[src/verilog/chan_cfg_pkg.sv]
// constants and types for the output channel configuration decoder
package chan_cfg_pkg;
    localparam int num_channels = 8;
    localparam int bridge_channels = 4;
    localparam int num_bridges = 2;

    // channel indices, zero based (channel 1 is index 0)
    localparam int ch1 = 0;
    localparam int ch2 = 1;
    localparam int ch3 = 2;
    localparam int ch4 = 3;
    localparam int ch5 = 4;
    localparam int ch6 = 5;
    localparam int ch7 = 6;
    localparam int ch8 = 7;

    // side encoding
    localparam logic side_low = 1'b0;
    localparam logic side_high = 1'b1;
    // fet type encoding
    localparam logic fet_n = 1'b0;
    localparam logic fet_p = 1'b1;

    // register map, byte addresses
    localparam logic [11:0] addr_side = 12'h000;
    localparam logic [11:0] addr_fet = 12'h004;
    localparam logic [11:0] addr_group = 12'h008;
    localparam logic [11:0] addr_status = 12'h00C;
    localparam logic [11:0] addr_drive = 12'h010;
    localparam logic [11:0] addr_ident = 12'h014;

    // group register fields
    localparam int grp_ph_a = 0;
    localparam int grp_ph_b = 1;
    localparam int grp_br_a = 2;
    localparam int grp_br_b = 3;
    localparam int grp_width = 4;

    // status register fields
    localparam int st_fet_fault = 0;
    localparam int st_ch6_en = 1;
    localparam int st_off_active = 2;

    localparam logic [7:0] side_reset = 8'h00;
    localparam logic [7:0] fet_reset = 8'h00;
    localparam logic [3:0] group_reset = 4'h0;

    // arbitrary value, identifies this block's register layout only
    localparam logic [31:0] ident_value = 32'h0000_C0DE;

    typedef enum logic [1:0] {
        br_off = 2'b00,
        br_fwd = 2'b01,
        br_rev = 2'b11,
        br_float = 2'b10
    } bridge_state_e;
endpackage

[src/verilog/output_channel_config_decoder.sv]
// output channel configuration decoder with apb register access
`timescale 1ns/10ps
`default_nettype none
module output_channel_config_decoder
    import chan_cfg_pkg::*;
(
    // clock and reset
    input wire logic mclk,
    input wire logic nrst,
    // apb slave
    input wire logic psel,
    input wire logic penable,
    input wire logic pwrite,
    input wire logic [11:0] paddr,
    input wire logic [31:0] pwdata,
    output logic [31:0] prdata,
    output logic pready,
    output logic pslverr,
    // host control pins
    input wire logic [num_channels-1:0] channel_on_n,
    input wire logic channel_six_driver_enable,
    input wire logic external_off_high,
    input wire logic external_off_low,
    // per-channel gate drive
    output logic [num_channels-1:0] gate_drive,
    output logic [num_channels-1:0] channel_side,
    output logic [num_channels-1:0] channel_fet_type
);
    ////////////////////////////////////////////////////////////////////////
    // configuration registers
    logic [num_channels-1:0] channel_side_select;
    logic [num_channels-1:0] channel_fet_type_select;
    logic [grp_width-1:0] group_select;
    logic [num_channels-1:0] next_side_select;
    logic [num_channels-1:0] next_fet_select;
    logic [grp_width-1:0] next_group_select;
    logic [31:0] next_prdata;
    logic [31:0] read_word;
    logic [31:0] status_word;
    logic [31:0] drive_word;
    logic fet_fault;
    logic off_active;
    logic setup_phase;
    logic access;
    logic write_hit;
    logic read_setup;
    logic hit_side;
    logic hit_fet;
    logic hit_group;
    logic hit_status;
    logic hit_drive;
    logic hit_ident;
    logic hit_none;

    // bus phases
    assign setup_phase = psel && !penable;
    assign access = psel && penable;
    assign write_hit = access && pwrite;
    assign read_setup = setup_phase && !pwrite;
    // zero wait states: read data is fetched in the setup cycle so it stands at the access edge
    assign pready = 1'b1;

    ////////////////////////////////////////////////////////////////////////
    // address decode
    assign hit_side = (paddr == addr_side);
    assign hit_fet = (paddr == addr_fet);
    assign hit_group = (paddr == addr_group);
    assign hit_status = (paddr == addr_status);
    assign hit_drive = (paddr == addr_drive);
    assign hit_ident = (paddr == addr_ident);
    assign hit_none = !(hit_side || hit_fet || hit_group || hit_status || hit_drive || hit_ident);
    // unmapped offsets are flagged in the access phase only
    assign pslverr = access && hit_none;

    // status pins are read live, not latched
    always_comb
    begin
        status_word = 32'h00000000;
        status_word[st_fet_fault] = fet_fault;
        status_word[st_ch6_en] = channel_six_driver_enable;
        status_word[st_off_active] = off_active;
    end
    assign drive_word = {8'h00, channel_fet_type, channel_side, gate_drive};

    // read mux; unmapped offsets read as zero
    always_comb
    begin
        read_word = 32'h00000000;
        if (hit_side)
            read_word = {24'h000000, channel_side_select};
        if (hit_fet)
            read_word = {24'h000000, channel_fet_type_select};
        if (hit_group)
            read_word = {28'h0000000, group_select};
        if (hit_status)
            read_word = status_word;
        if (hit_drive)
            read_word = drive_word;
        if (hit_ident)
            read_word = ident_value;
    end

    // writes land only at the access edge; read-only offsets ignore them
    always_comb
    begin
        next_side_select = channel_side_select;
        next_fet_select = channel_fet_type_select;
        next_group_select = group_select;
        next_prdata = prdata;
        if (write_hit && hit_side)
            next_side_select = pwdata[num_channels-1:0];
        if (write_hit && hit_fet)
            next_fet_select = pwdata[num_channels-1:0];
        if (write_hit && hit_group)
            next_group_select = pwdata[grp_width-1:0];
        if (read_setup)
            next_prdata = read_word;
    end

    always_ff @(posedge mclk)
    begin
        if (!nrst)
        begin
            channel_side_select <= side_reset;
            channel_fet_type_select <= fet_reset;
            group_select <= group_reset;
            prdata <= 32'h00000000;
        end
        else
        begin
            channel_side_select <= next_side_select;
            channel_fet_type_select <= next_fet_select;
            group_select <= next_group_select;
            prdata <= next_prdata;
        end
    end

    ////////////////////////////////////////////////////////////////////////
    // side and fet decoding
    logic peak_hold_pair_a_select;
    logic peak_hold_pair_b_select;
    logic bridge_a_select;
    logic bridge_b_select;
    logic [num_channels-1:0] next_side;
    logic [num_channels-1:0] next_fet;
    logic [num_channels-1:0] next_fault;
    logic next_fet_fault;

    assign peak_hold_pair_a_select = group_select[grp_ph_a];
    assign peak_hold_pair_b_select = group_select[grp_ph_b];
    assign bridge_a_select = group_select[grp_br_a];
    assign bridge_b_select = group_select[grp_br_b];

    always_comb
    begin
        next_side = channel_side_select;
        // peak-hold first, bridge after so the bridge overrides
        if (peak_hold_pair_a_select)
        begin
            next_side[ch1] = side_high;
            next_side[ch4] = side_low;
        end
        if (peak_hold_pair_b_select)
        begin
            next_side[ch2] = side_high;
            next_side[ch3] = side_low;
        end
        if (bridge_a_select)
        begin
            next_side[ch1] = side_high;
            next_side[ch2] = side_high;
            next_side[ch3] = side_low;
            next_side[ch4] = side_low;
        end
        if (bridge_b_select)
        begin
            next_side[ch5] = side_high;
            next_side[ch6] = side_high;
            next_side[ch7] = side_low;
            next_side[ch8] = side_low;
        end
    end

    // a p-type request on a low-side channel is refused: drive as n-type, flag it
    genvar g;
    generate
        for (g = 0; g < num_channels; g++)
        begin : g_fet
            // high-side channels keep their own type inside a group as well
            assign next_fet[g] = (next_side[g] == side_high)
                ? channel_fet_type_select[g]
                : fet_n;
            assign next_fault[g] = (next_side[g] == side_low)
                && (channel_fet_type_select[g] == fet_p);
        end
    endgenerate
    assign next_fet_fault = |next_fault;

    always_ff @(posedge mclk)
    begin
        if (!nrst)
        begin
            channel_side <= side_reset;
            channel_fet_type <= fet_reset;
            fet_fault <= 1'b0;
        end
        else
        begin
            channel_side <= next_side;
            channel_fet_type <= next_fet;
            fet_fault <= next_fet_fault;
        end
    end

    ////////////////////////////////////////////////////////////////////////
    // bridges
    logic [bridge_channels-1:0] bridge_gate [num_bridges];
    logic [num_bridges-1:0] bridge_sel;

    // the bridge state runs whether or not its group is selected
    assign bridge_sel = {bridge_b_select, bridge_a_select};

    generate
        for (g = 0; g < num_bridges; g++)
        begin : g_bridge
            logic pwm_n;
            logic reverse;
            logic float_req;
            // the fourth pin of a group has no job in bridge mode
            assign pwm_n = channel_on_n[g*bridge_channels];
            assign reverse = !channel_on_n[g*bridge_channels+1];
            assign float_req = !channel_on_n[g*bridge_channels+2];
            bridge_ctrl u_bridge (
                .mclk(mclk),
                .nrst(nrst),
                .bridge_modulation_n(pwm_n),
                .bridge_direction(reverse),
                .bridge_float_control(float_req),
                .gate_on(bridge_gate[g]),
                .state()
            );
        end
    endgenerate

    ////////////////////////////////////////////////////////////////////////
    // gate drive with disable and channel six enable
    logic [num_channels-1:0] demand;
    logic [num_channels-1:0] next_drive;
    logic [num_channels-1:0] off_exempt;
    logic [num_channels-1:0] off_allow;
    logic [num_channels-1:0] enable_allow;
    logic off_by_high;
    logic off_by_low;

    // either pin alone is enough; the pair is redundant on purpose
    assign off_by_high = external_off_high;
    assign off_by_low = !external_off_low;
    assign off_active = off_by_high || off_by_low;
    // channels 7 and 8 stay usable for limp-home loads while the others are off
    assign off_exempt = {1'b1, 1'b1, 6'h00};

    generate
        for (g = 0; g < num_channels; g++)
        begin : g_drive
            localparam int b = g / bridge_channels;
            localparam int k = g % bridge_channels;
            // plain channels take one flop; bridge channels take two, the bridge state and then gate_drive
            assign demand[g] = bridge_sel[b]
                ? bridge_gate[b][k]
                : !channel_on_n[g];
            assign off_allow[g] = off_exempt[g] || !off_active;
            assign enable_allow[g] = (g != ch6) || channel_six_driver_enable;
            assign next_drive[g] = demand[g] && off_allow[g] && enable_allow[g];
        end
    endgenerate

    // reset keeps every gate dark; once nrst is high the gates follow demand from the next edge
    always_ff @(posedge mclk)
    begin
        if (!nrst)
            gate_drive <= 8'h00;
        else
            gate_drive <= next_drive;
    end
endmodule
`default_nettype wire

[src/verilog/bridge_ctrl.sv]
// one h-bridge: turns pwm, direction and float controls into four gate commands
`timescale 1ns/10ps
`default_nettype none
module bridge_ctrl
    import chan_cfg_pkg::*;
(
    // clock and reset
    input wire logic mclk,
    input wire logic nrst,
    // controls, active low pwm
    input wire logic bridge_modulation_n,
    input wire logic bridge_direction,
    input wire logic bridge_float_control,
    // gate commands: hs1, hs2, ls1, ls2
    output logic [bridge_channels-1:0] gate_on,
    output bridge_state_e state
);
    bridge_state_e next_state;

    always_comb
    begin
        if (bridge_float_control)
            next_state = br_float;
        else if (bridge_modulation_n)
            next_state = br_off;
        else if (bridge_direction)
            next_state = br_rev;
        else
            next_state = br_fwd;
    end

    always_ff @(posedge mclk)
    begin
        if (!nrst)
            state <= br_off;
        else
            state <= next_state;
    end

    // diagonal pairs; float drops all four gates, off keeps the bridge dark too
    always_comb
    begin
        unique case (state)
            br_fwd: gate_on = 4'b1001;   // hs1 + ls2
            br_rev: gate_on = 4'b0110;   // hs2 + ls1
            br_off: gate_on = 4'b0000;
            br_float: gate_on = 4'b0000;
        endcase
    end
endmodule
`default_nettype wire

[config.mk]
export PLATFORM = sky130hd
export DESIGN_NAME = output_channel_config_decoder
export DESIGN_NICKNAME = d
export VERILOG_FILES = /design/src/verilog/chan_cfg_pkg.sv /design/src/verilog/output_channel_config_decoder.sv /design/src/verilog/bridge_ctrl.sv
export SDC_FILE = /design/constraint.sdc
export NUM_CORES = 1
export LEC_CHECK = 0
export BUFFER_PORTS_ARGS = -buffer_cell sky130_fd_sc_hd__buf_4
export CAP_MARGIN = 20
export CORE_UTILIZATION = 48
export DETAILED_ROUTE_END_ITERATION = 8
export PLACE_DENSITY = 0.78
export SYNTH_ARGS = -nofsm -noshare
export SYNTH_HDL_FRONTEND = slang
export SYNTH_SLANG_ARGS = --single-unit
[constraint.sdc]
create_clock -name mclk -period 2.05 [get_ports mclk]
set_input_delay 0.1025 -clock mclk [delete_from_list [all_inputs] [get_ports mclk]]
set_output_delay 0.1025 -clock mclk [all_outputs]
set_load 0.01 [all_outputs]
# [Word level (Yosys, flattened, before mapping)]
# Index checks and enable logic that the tools add are counted.
[classes] n_eq_ne=11 bitwise=11 n_reduce_logical=58 mux=27
[ops] operator="two-way mux 24 bit" n=2
[ops] operator="two-way mux 8 bit" n=4
[ops] operator="equality test 12 x 4 -> 1 bit, second input constant" n=2
[ops] operator="equality test 12 x 5 -> 1 bit, second input constant" n=2
[ops] operator="case mux 4 bit (3 select lines)" n=2
[ops] operator="logical AND 1 bit" n=23
[ops] operator="AND reduction 2 bit" n=8
[ops] operator="two-way mux 2 bit" n=7
[ops] operator="zero test 1 bit" n=13
[ops] operator="equality test 12 x 3 -> 1 bit, second input constant" n=1
[ops] operator="zero test 12 bit" n=1
[ops] operator="NOT 1 bit" n=11
[ops] operator="two-way mux 1 bit" n=10
[ops] operator="equality test 2 bit, second input constant" n=4
[ops] operator="two-way mux 4 bit" n=2
[ops] operator="OR reduction 8 bit" n=1
[ops] operator="logical OR 1 bit" n=6
[ops] operator="OR reduction 3 bit" n=2
[ops] operator="equality test 2 x 1 -> 1 bit, second input constant" n=2
[ops] operator="zero test 2 bit" n=2
[ops] operator="OR reduction 2 bit" n=2
[word_totals] regBits=81

# [Longest topological paths before layout]
[depth] ltp_word=8 ltp_mapped=6

# [By module]
# Synthesis repeated with hierarchy kept, for this count alone.
[hier_totals] cells_unflattened=361 area_unflattened_um2=3136.8
[by_module_without_submodules] module="output_channel_config_decoder" n_inst=1 seq_area_each_um2=1381.3 area_per_inst_um2=2959.1 cells_per_inst=343
[by_module_without_submodules] module="bridge_ctrl" n_inst=2 seq_area_each_um2=40.0 area_per_inst_um2=88.8 cells_per_inst=9

# [Worst setup path after synthesis]
# Ideal clock, no wire load.
[synth_path] path_kind="input port to flip-flop" start="input port paddr[1]" end="register channel_side_select[0]" path_stages=4 t_required_ps=1925 n_path_buf=0 t_arrival_ps=1550 path_slack_ps=375 path_cell_list="or4_4 -> nor4_4 -> nand2_2 -> mux2i_1"
[synth_via] elab_chain_cells=2
[synth_lines] element="start, declared" line_no="output_channel_config_decoder.sv:14" source="input wire logic [11:0] paddr,"
[synth_lines] element="zero test 12 bit" line_no="output_channel_config_decoder.sv:65" source="assign hit_side = (paddr == addr_side);"
[synth_lines] element="logical AND 1 bit" line_no="output_channel_config_decoder.sv:110" source="if (write_hit && hit_side)"
[synth_lines] element="end signal, assigned" line_no="output_channel_config_decoder.sv:124" source="channel_side_select <= side_reset;"
[synth_lines] element="end signal, assigned" line_no="output_channel_config_decoder.sv:131" source="channel_side_select <= next_side_select;"
[synth_lines] element="end, declared" line_no="output_channel_config_decoder.sv:31" source="logic [num_channels-1:0] channel_side_select;"
# No other way between the ends.
# A chain may end at the register's enable or synchronous reset.

# [Worst setup path in the final report]
[layout_path] start="input port paddr[1]" end="output port pslverr"
[layout_via] elab_chain_cells=8
[layout_lines] element="equality test 12 x 3 -> 1 bit or zero test 12 bit (tied branches)" line_no="output_channel_config_decoder.sv:66, output_channel_config_decoder.sv:65"
[layout_lines] element="logical OR 1 bit (4 in a row)" line_no="output_channel_config_decoder.sv:71" source="assign hit_none = !(hit_side || hit_fet || hit_group || hit_status || hit_drive || hit_ident);"
[layout_lines] element="logical OR 1 bit (*)" line_no="output_channel_config_decoder.sv:71"
[layout_lines] element="zero test 1 bit (*)" line_no="output_channel_config_decoder.sv:71"
[layout_lines] element="logical AND 1 bit (*)" line_no="output_channel_config_decoder.sv:73" source="assign pslverr = access && hit_none;"
[layout_lines] element="end, declared" line_no="output_channel_config_decoder.sv:18" source="output logic pslverr,"
# Every way passes the cells marked *; elsewhere a longest branch is shown, timed or not.

==> flow_results.org <==
** Setup path
- Worst path slowest cell :: sky130_fd_sc_hd__or4_4
- Worst reg2reg path startpoint :: group_select[3]
- In this run the critical register-to-register path is captured at gate_drive[5].
- Worst r2r path cells :: 3
- Setup slack on the worst reg-to-reg path comes out at 0.75 ns.
- Critical Path Stages :: 5
- Launching element of the worst setup path :: paddr[1]
- Most used cell, CP :: sky130_fd_sc_hd__buf_4
- The worst setup path is launched from a primary input.
- Largest stage delay on the critical path :: 0.57 ns
- Worst Setup EP :: pslverr
- Required time of the critical path :: 1.95 ns
- The cell family contributing the most delay on the critical path is simple AND/OR/NAND/NOR gates.
- Crit end category :: primary output
- In this run the worst path has a maximum fanout of 8.
- The worst setup path is of the in2out kind.
- Buffers plus inverters on the worst setup path :: 2
- Traced cell by cell, the critical path runs through buf_4 -> or4_4 -> nor3_4 -> a21oi_1 -> buf_4.
- STA puts the critical path data arrival time at 1.42 ns.

** Synth
- The most used flip-flop cell after synthesis is sky130_fd_sc_hd__dfxtp_1.
- Register bit total from synthesis :: 73
- Leading post-synthesis cells by cell area :: sky130_fd_sc_hd__dfxtp_1 50%, sky130_fd_sc_hd__mux2i_1 9.5%, sky130_fd_sc_hd__nand2_1 5.5%
- Number of library cell types mapped by synthesis :: 43
- Counting flops with an async set or reset pin after synthesis yields a share of 0.
- Mapped Area :: 0.00294 mm²
- The share of the Yosys chip area taken by registers is 0.497.
- Post-synthesis cell count :: 305
- Number of warning messages in the yosys log :: 0
- Number of enable-type register cells in the synthesized netlist :: 0
- Share of the synthesized area in the top cell type :: 0.497
- sky130_fd_sc_hd__dfxtp_1 takes more of the synthesized area than any other cell.
- The most common cell in the synthesized netlist is sky130_fd_sc_hd__dfxtp_1.
- Sorting the synthesized cells by how often they occur yields 73 x sky130_fd_sc_hd__dfxtp_1, 43 x sky130_fd_sc_hd__nand2_1, 28 x sky130_fd_sc_hd__mux2i_1, 22 x sky130_fd_sc_hd__nor2_1, 14 x sky130_fd_sc_hd__a22o_1.
- Average footprint of a synthesized cell :: 9.65 µm²

** Floorplanning
- Number of rows created at floorplan :: 28
- CORE AREA :: 0.00592 mm²
- The die covers 0.00645 mm².
- In this run the count of I/O pins placed on the die edge is 118.
- The initial utilization of the core area, before any placement, comes to 0.497.
- The die is 80.3 µm tall.
- Die X-Extent :: 80.3 µm

** Power and ir drop
- The internal power of the cells totals 2.23 mW.
- Summed over all nets, the switching power comes to 0.670 mW.
- Of the total power, combinational logic draws 0.070.
- After layout, the design draws a total of 2.90 mW.
- Of the total power, the share spent switching nets is 0.231.
- Power per unit of standard cell area :: 748 mW/mm²
- The share of total power dissipated in the clock network is 0.432.
- The analysis attributes to cell leakage a power of 1.79 nW.
- Maximum vdd ir drop :: 0.000569 V
- The share of total power dissipated in sequential elements is 0.498.

** Timing
- Headroom to the max-slew limit :: 0.640
- The max-slew violation count was 0.
- Setup TNS :: 0 ns
- Min Tclk post-route :: 1.52 ns
- Final hold violation count :: 0
- Timing would allow up to 657 MHz.
- Post-route fraction of the period consumed by the critical path :: 0.743
- Clock skew on the completed layout was measured at 0.00791 ns.
- Setup violations remaining at the end of the flow were counted as 0.
- RSZ-0062 raised after global routing :: false
- At the pin with the least slew margin, the transition time is 0.539 ns.

** Drt
- For this block, the routed nets add up to 6790 µm of wire.
- The first routing iteration left 108 violations.
- First drt pass iteration count :: 4
- DR WL/cell :: 14.4 µm
- Antenna viol nets, final :: 0
- DRC violations left :: 0
- Vias per cell :: 5.26
- The detailed router placed 2483 vias in this run.

** Placed design
- The congestion estimate from routability-driven global placement came to 0.864.
- DP Wirelength :: 5100 µm
- Once placement finished, the instance area stood at 0.00360 mm².
- Number of I/O port buffers :: 84
- Counting tap cells, the placed design contains a total of 451 instances.

** GRT
- Antenna violations before repair :: 0
- Global router's overall resource usage :: 0.222
- Wire length of the first global-routing pass :: 10700 µm
- After global routing the overflow that remains totals 0.
- Vias in the first global route :: 2295
- Largest net degree at the start of global routing :: 31

** Clock network
- For this design, the sink count on the clock tree is 73.
- Count of H-tree levels built during CTS :: 3
- Number of buffers on the longest clock path :: 2
- TritonCTS built the clock tree.
- Skew-Pair Late Insertion Delay :: 0.35 ns
- The tree is rooted in a sky130_fd_sc_hd__clkbuf_8.
- Number of buffers added by the clock tree synthesis step :: 9
- Gates resized during post-CTS repair numbered 0.
- CTS clock-pin slew for the worst setup and hold paths :: 0.08 ns

** Finish
- Post-layout nets :: 452
- The count of cells in the finished layout, fillers not included, comes to 472.
- The filler cells instantiated in the layout total 477.
- In the final layout, the multi-input gates occupy 0.00135 mm².
- Layout cells sized above 1 :: 0.295
- Measured on the finished design, the core utilization comes to 0.656.
- Antenna fix cells :: 0
- From synthesis to final layout, the design area changed by 31.9%.
- Final std cell area, no fill :: 0.00388 mm²
- Sequential Area :: 0.00146 mm²

** Run
- The tool flagged a number of max-cap violations equal to 0.

** Worst hold path
- Class of the tightest hold or removal check :: in2reg
- Min-delay src :: channel_on_n[1]

** Run status
- The flow ran to the end, and the final reports show no timing, DRC or antenna violations.
power by group through the flow:
stage               registers [mW]  logic (mW)  clock network, mW
finish                        1.44       0.204               1.25
global route                  1.45       0.224               1.34
CTS                           1.44       0.204               1.28
detailed placement            1.48       0.197                  0
global placement              1.48       0.194                  0
floorplan                     1.48       0.108                  0
routing by layer:
metal / GRT usage / part of all wire / vias up
li1: - / - / 1227
met1: 0.274 / 0.44 / 1184
met2: 0.376 / 0.51 / 63
met3: 0.0591 / 0.045 / 9
met4: 0.0643 / 0.012 / 0
met5: 0 / 0 / -
state kept, by name, indices dropped and copies added, names as in the netlist:
register	cells
channel_fet_type_select	8
prdata	24
gate_drive	8
fet_fault	1
channel_side_select	8
g_bridge.u_bridge.state	4
group_select	4
channel_fet_type	8
channel_side	8
area by class of cell:
| type | count | area share |
|---|---|---|
| flip-flops and latches | 73 | 0.377 |
| inverters | 5 | 0.00484 |
| multi-input cells | 207 | 0.347 |
| clock buffers | 9 | 0.0319 |
| clock inverters | 7 | 0.0264 |
| repair buffers | 96 | 0.189 |
| well taps | 75 | 0.0242 |
worst reg2reg max path, delay by kind of cell (launching register included):
kind | cells | cell delay [ns]
compound gates | 1 | 0.15
flops | 1 | 0.66
simple gates | 2 | 0.42
metrics by stage:
step	hold WS (ns)	setup slack [ns]
CTS	0.00393	0.520
finish	0.0154	0.528
global route	0.0147	0.430
detailed placement	0.282	0.253
global placement	0.279	0.268
floorplan	0.174	0.375
cells by family after synthesis:
family,count (synthesis),share of synthesized area
other,2,0.00255
DFF,73,0.497
muxes,29,0.103
and+or+nand+nor,107,0.190
AOI/OAI and AO/OA,62,0.154
buffers and inverters,32,0.0544
worst min-delay path by stage:
stage                     depth (start not counted)                            end  slack, ns
after floorplan                                   1  g_bridge[0].u_bridge.state[0]       0.17
after global placement                            2  g_bridge[1].u_bridge.state[0]       0.28
after detailed placement                          2  g_bridge[1].u_bridge.state[0]       0.28
after CTS                                         3  g_bridge[0].u_bridge.state[1]      0.004
after global routing                              3  g_bridge[0].u_bridge.state[1]       0.01
final                                             3  g_bridge[0].u_bridge.state[1]       0.02
repair_timing:
| item | in CTS | in global routing |
|---|---|---|
| hold endpoints to repair | 3 | 0 |
| hold buffers | 5 | 0 |
| setup endpoints to repair | 0 | 0 |
| setup buffers | 0 | 0 |
placed cells by master (no fill, tap or decap), drive strengths merged, types with 2 or more instances in the layout:
master and instances:
a21oi 12, a221oi 2, a22o 14, a22oi 2
a31oi 2, and2 9, and4 3, buf 91
bufinv 2, clkbuf 9, clkinv 3, conb 9
dfxtp 73, dlygate4sd3 5, inv 7, mux2i 28
nand2 44, nand2b 2, nand3 6, nor2 22
nor2b 2, nor3 5, nor3b 5, o21a 4
o21ai 12, o22a 4, o2bb2ai 5, o31ai 2
or2 2, or3 2
Power figures use the tool's default switching activity.
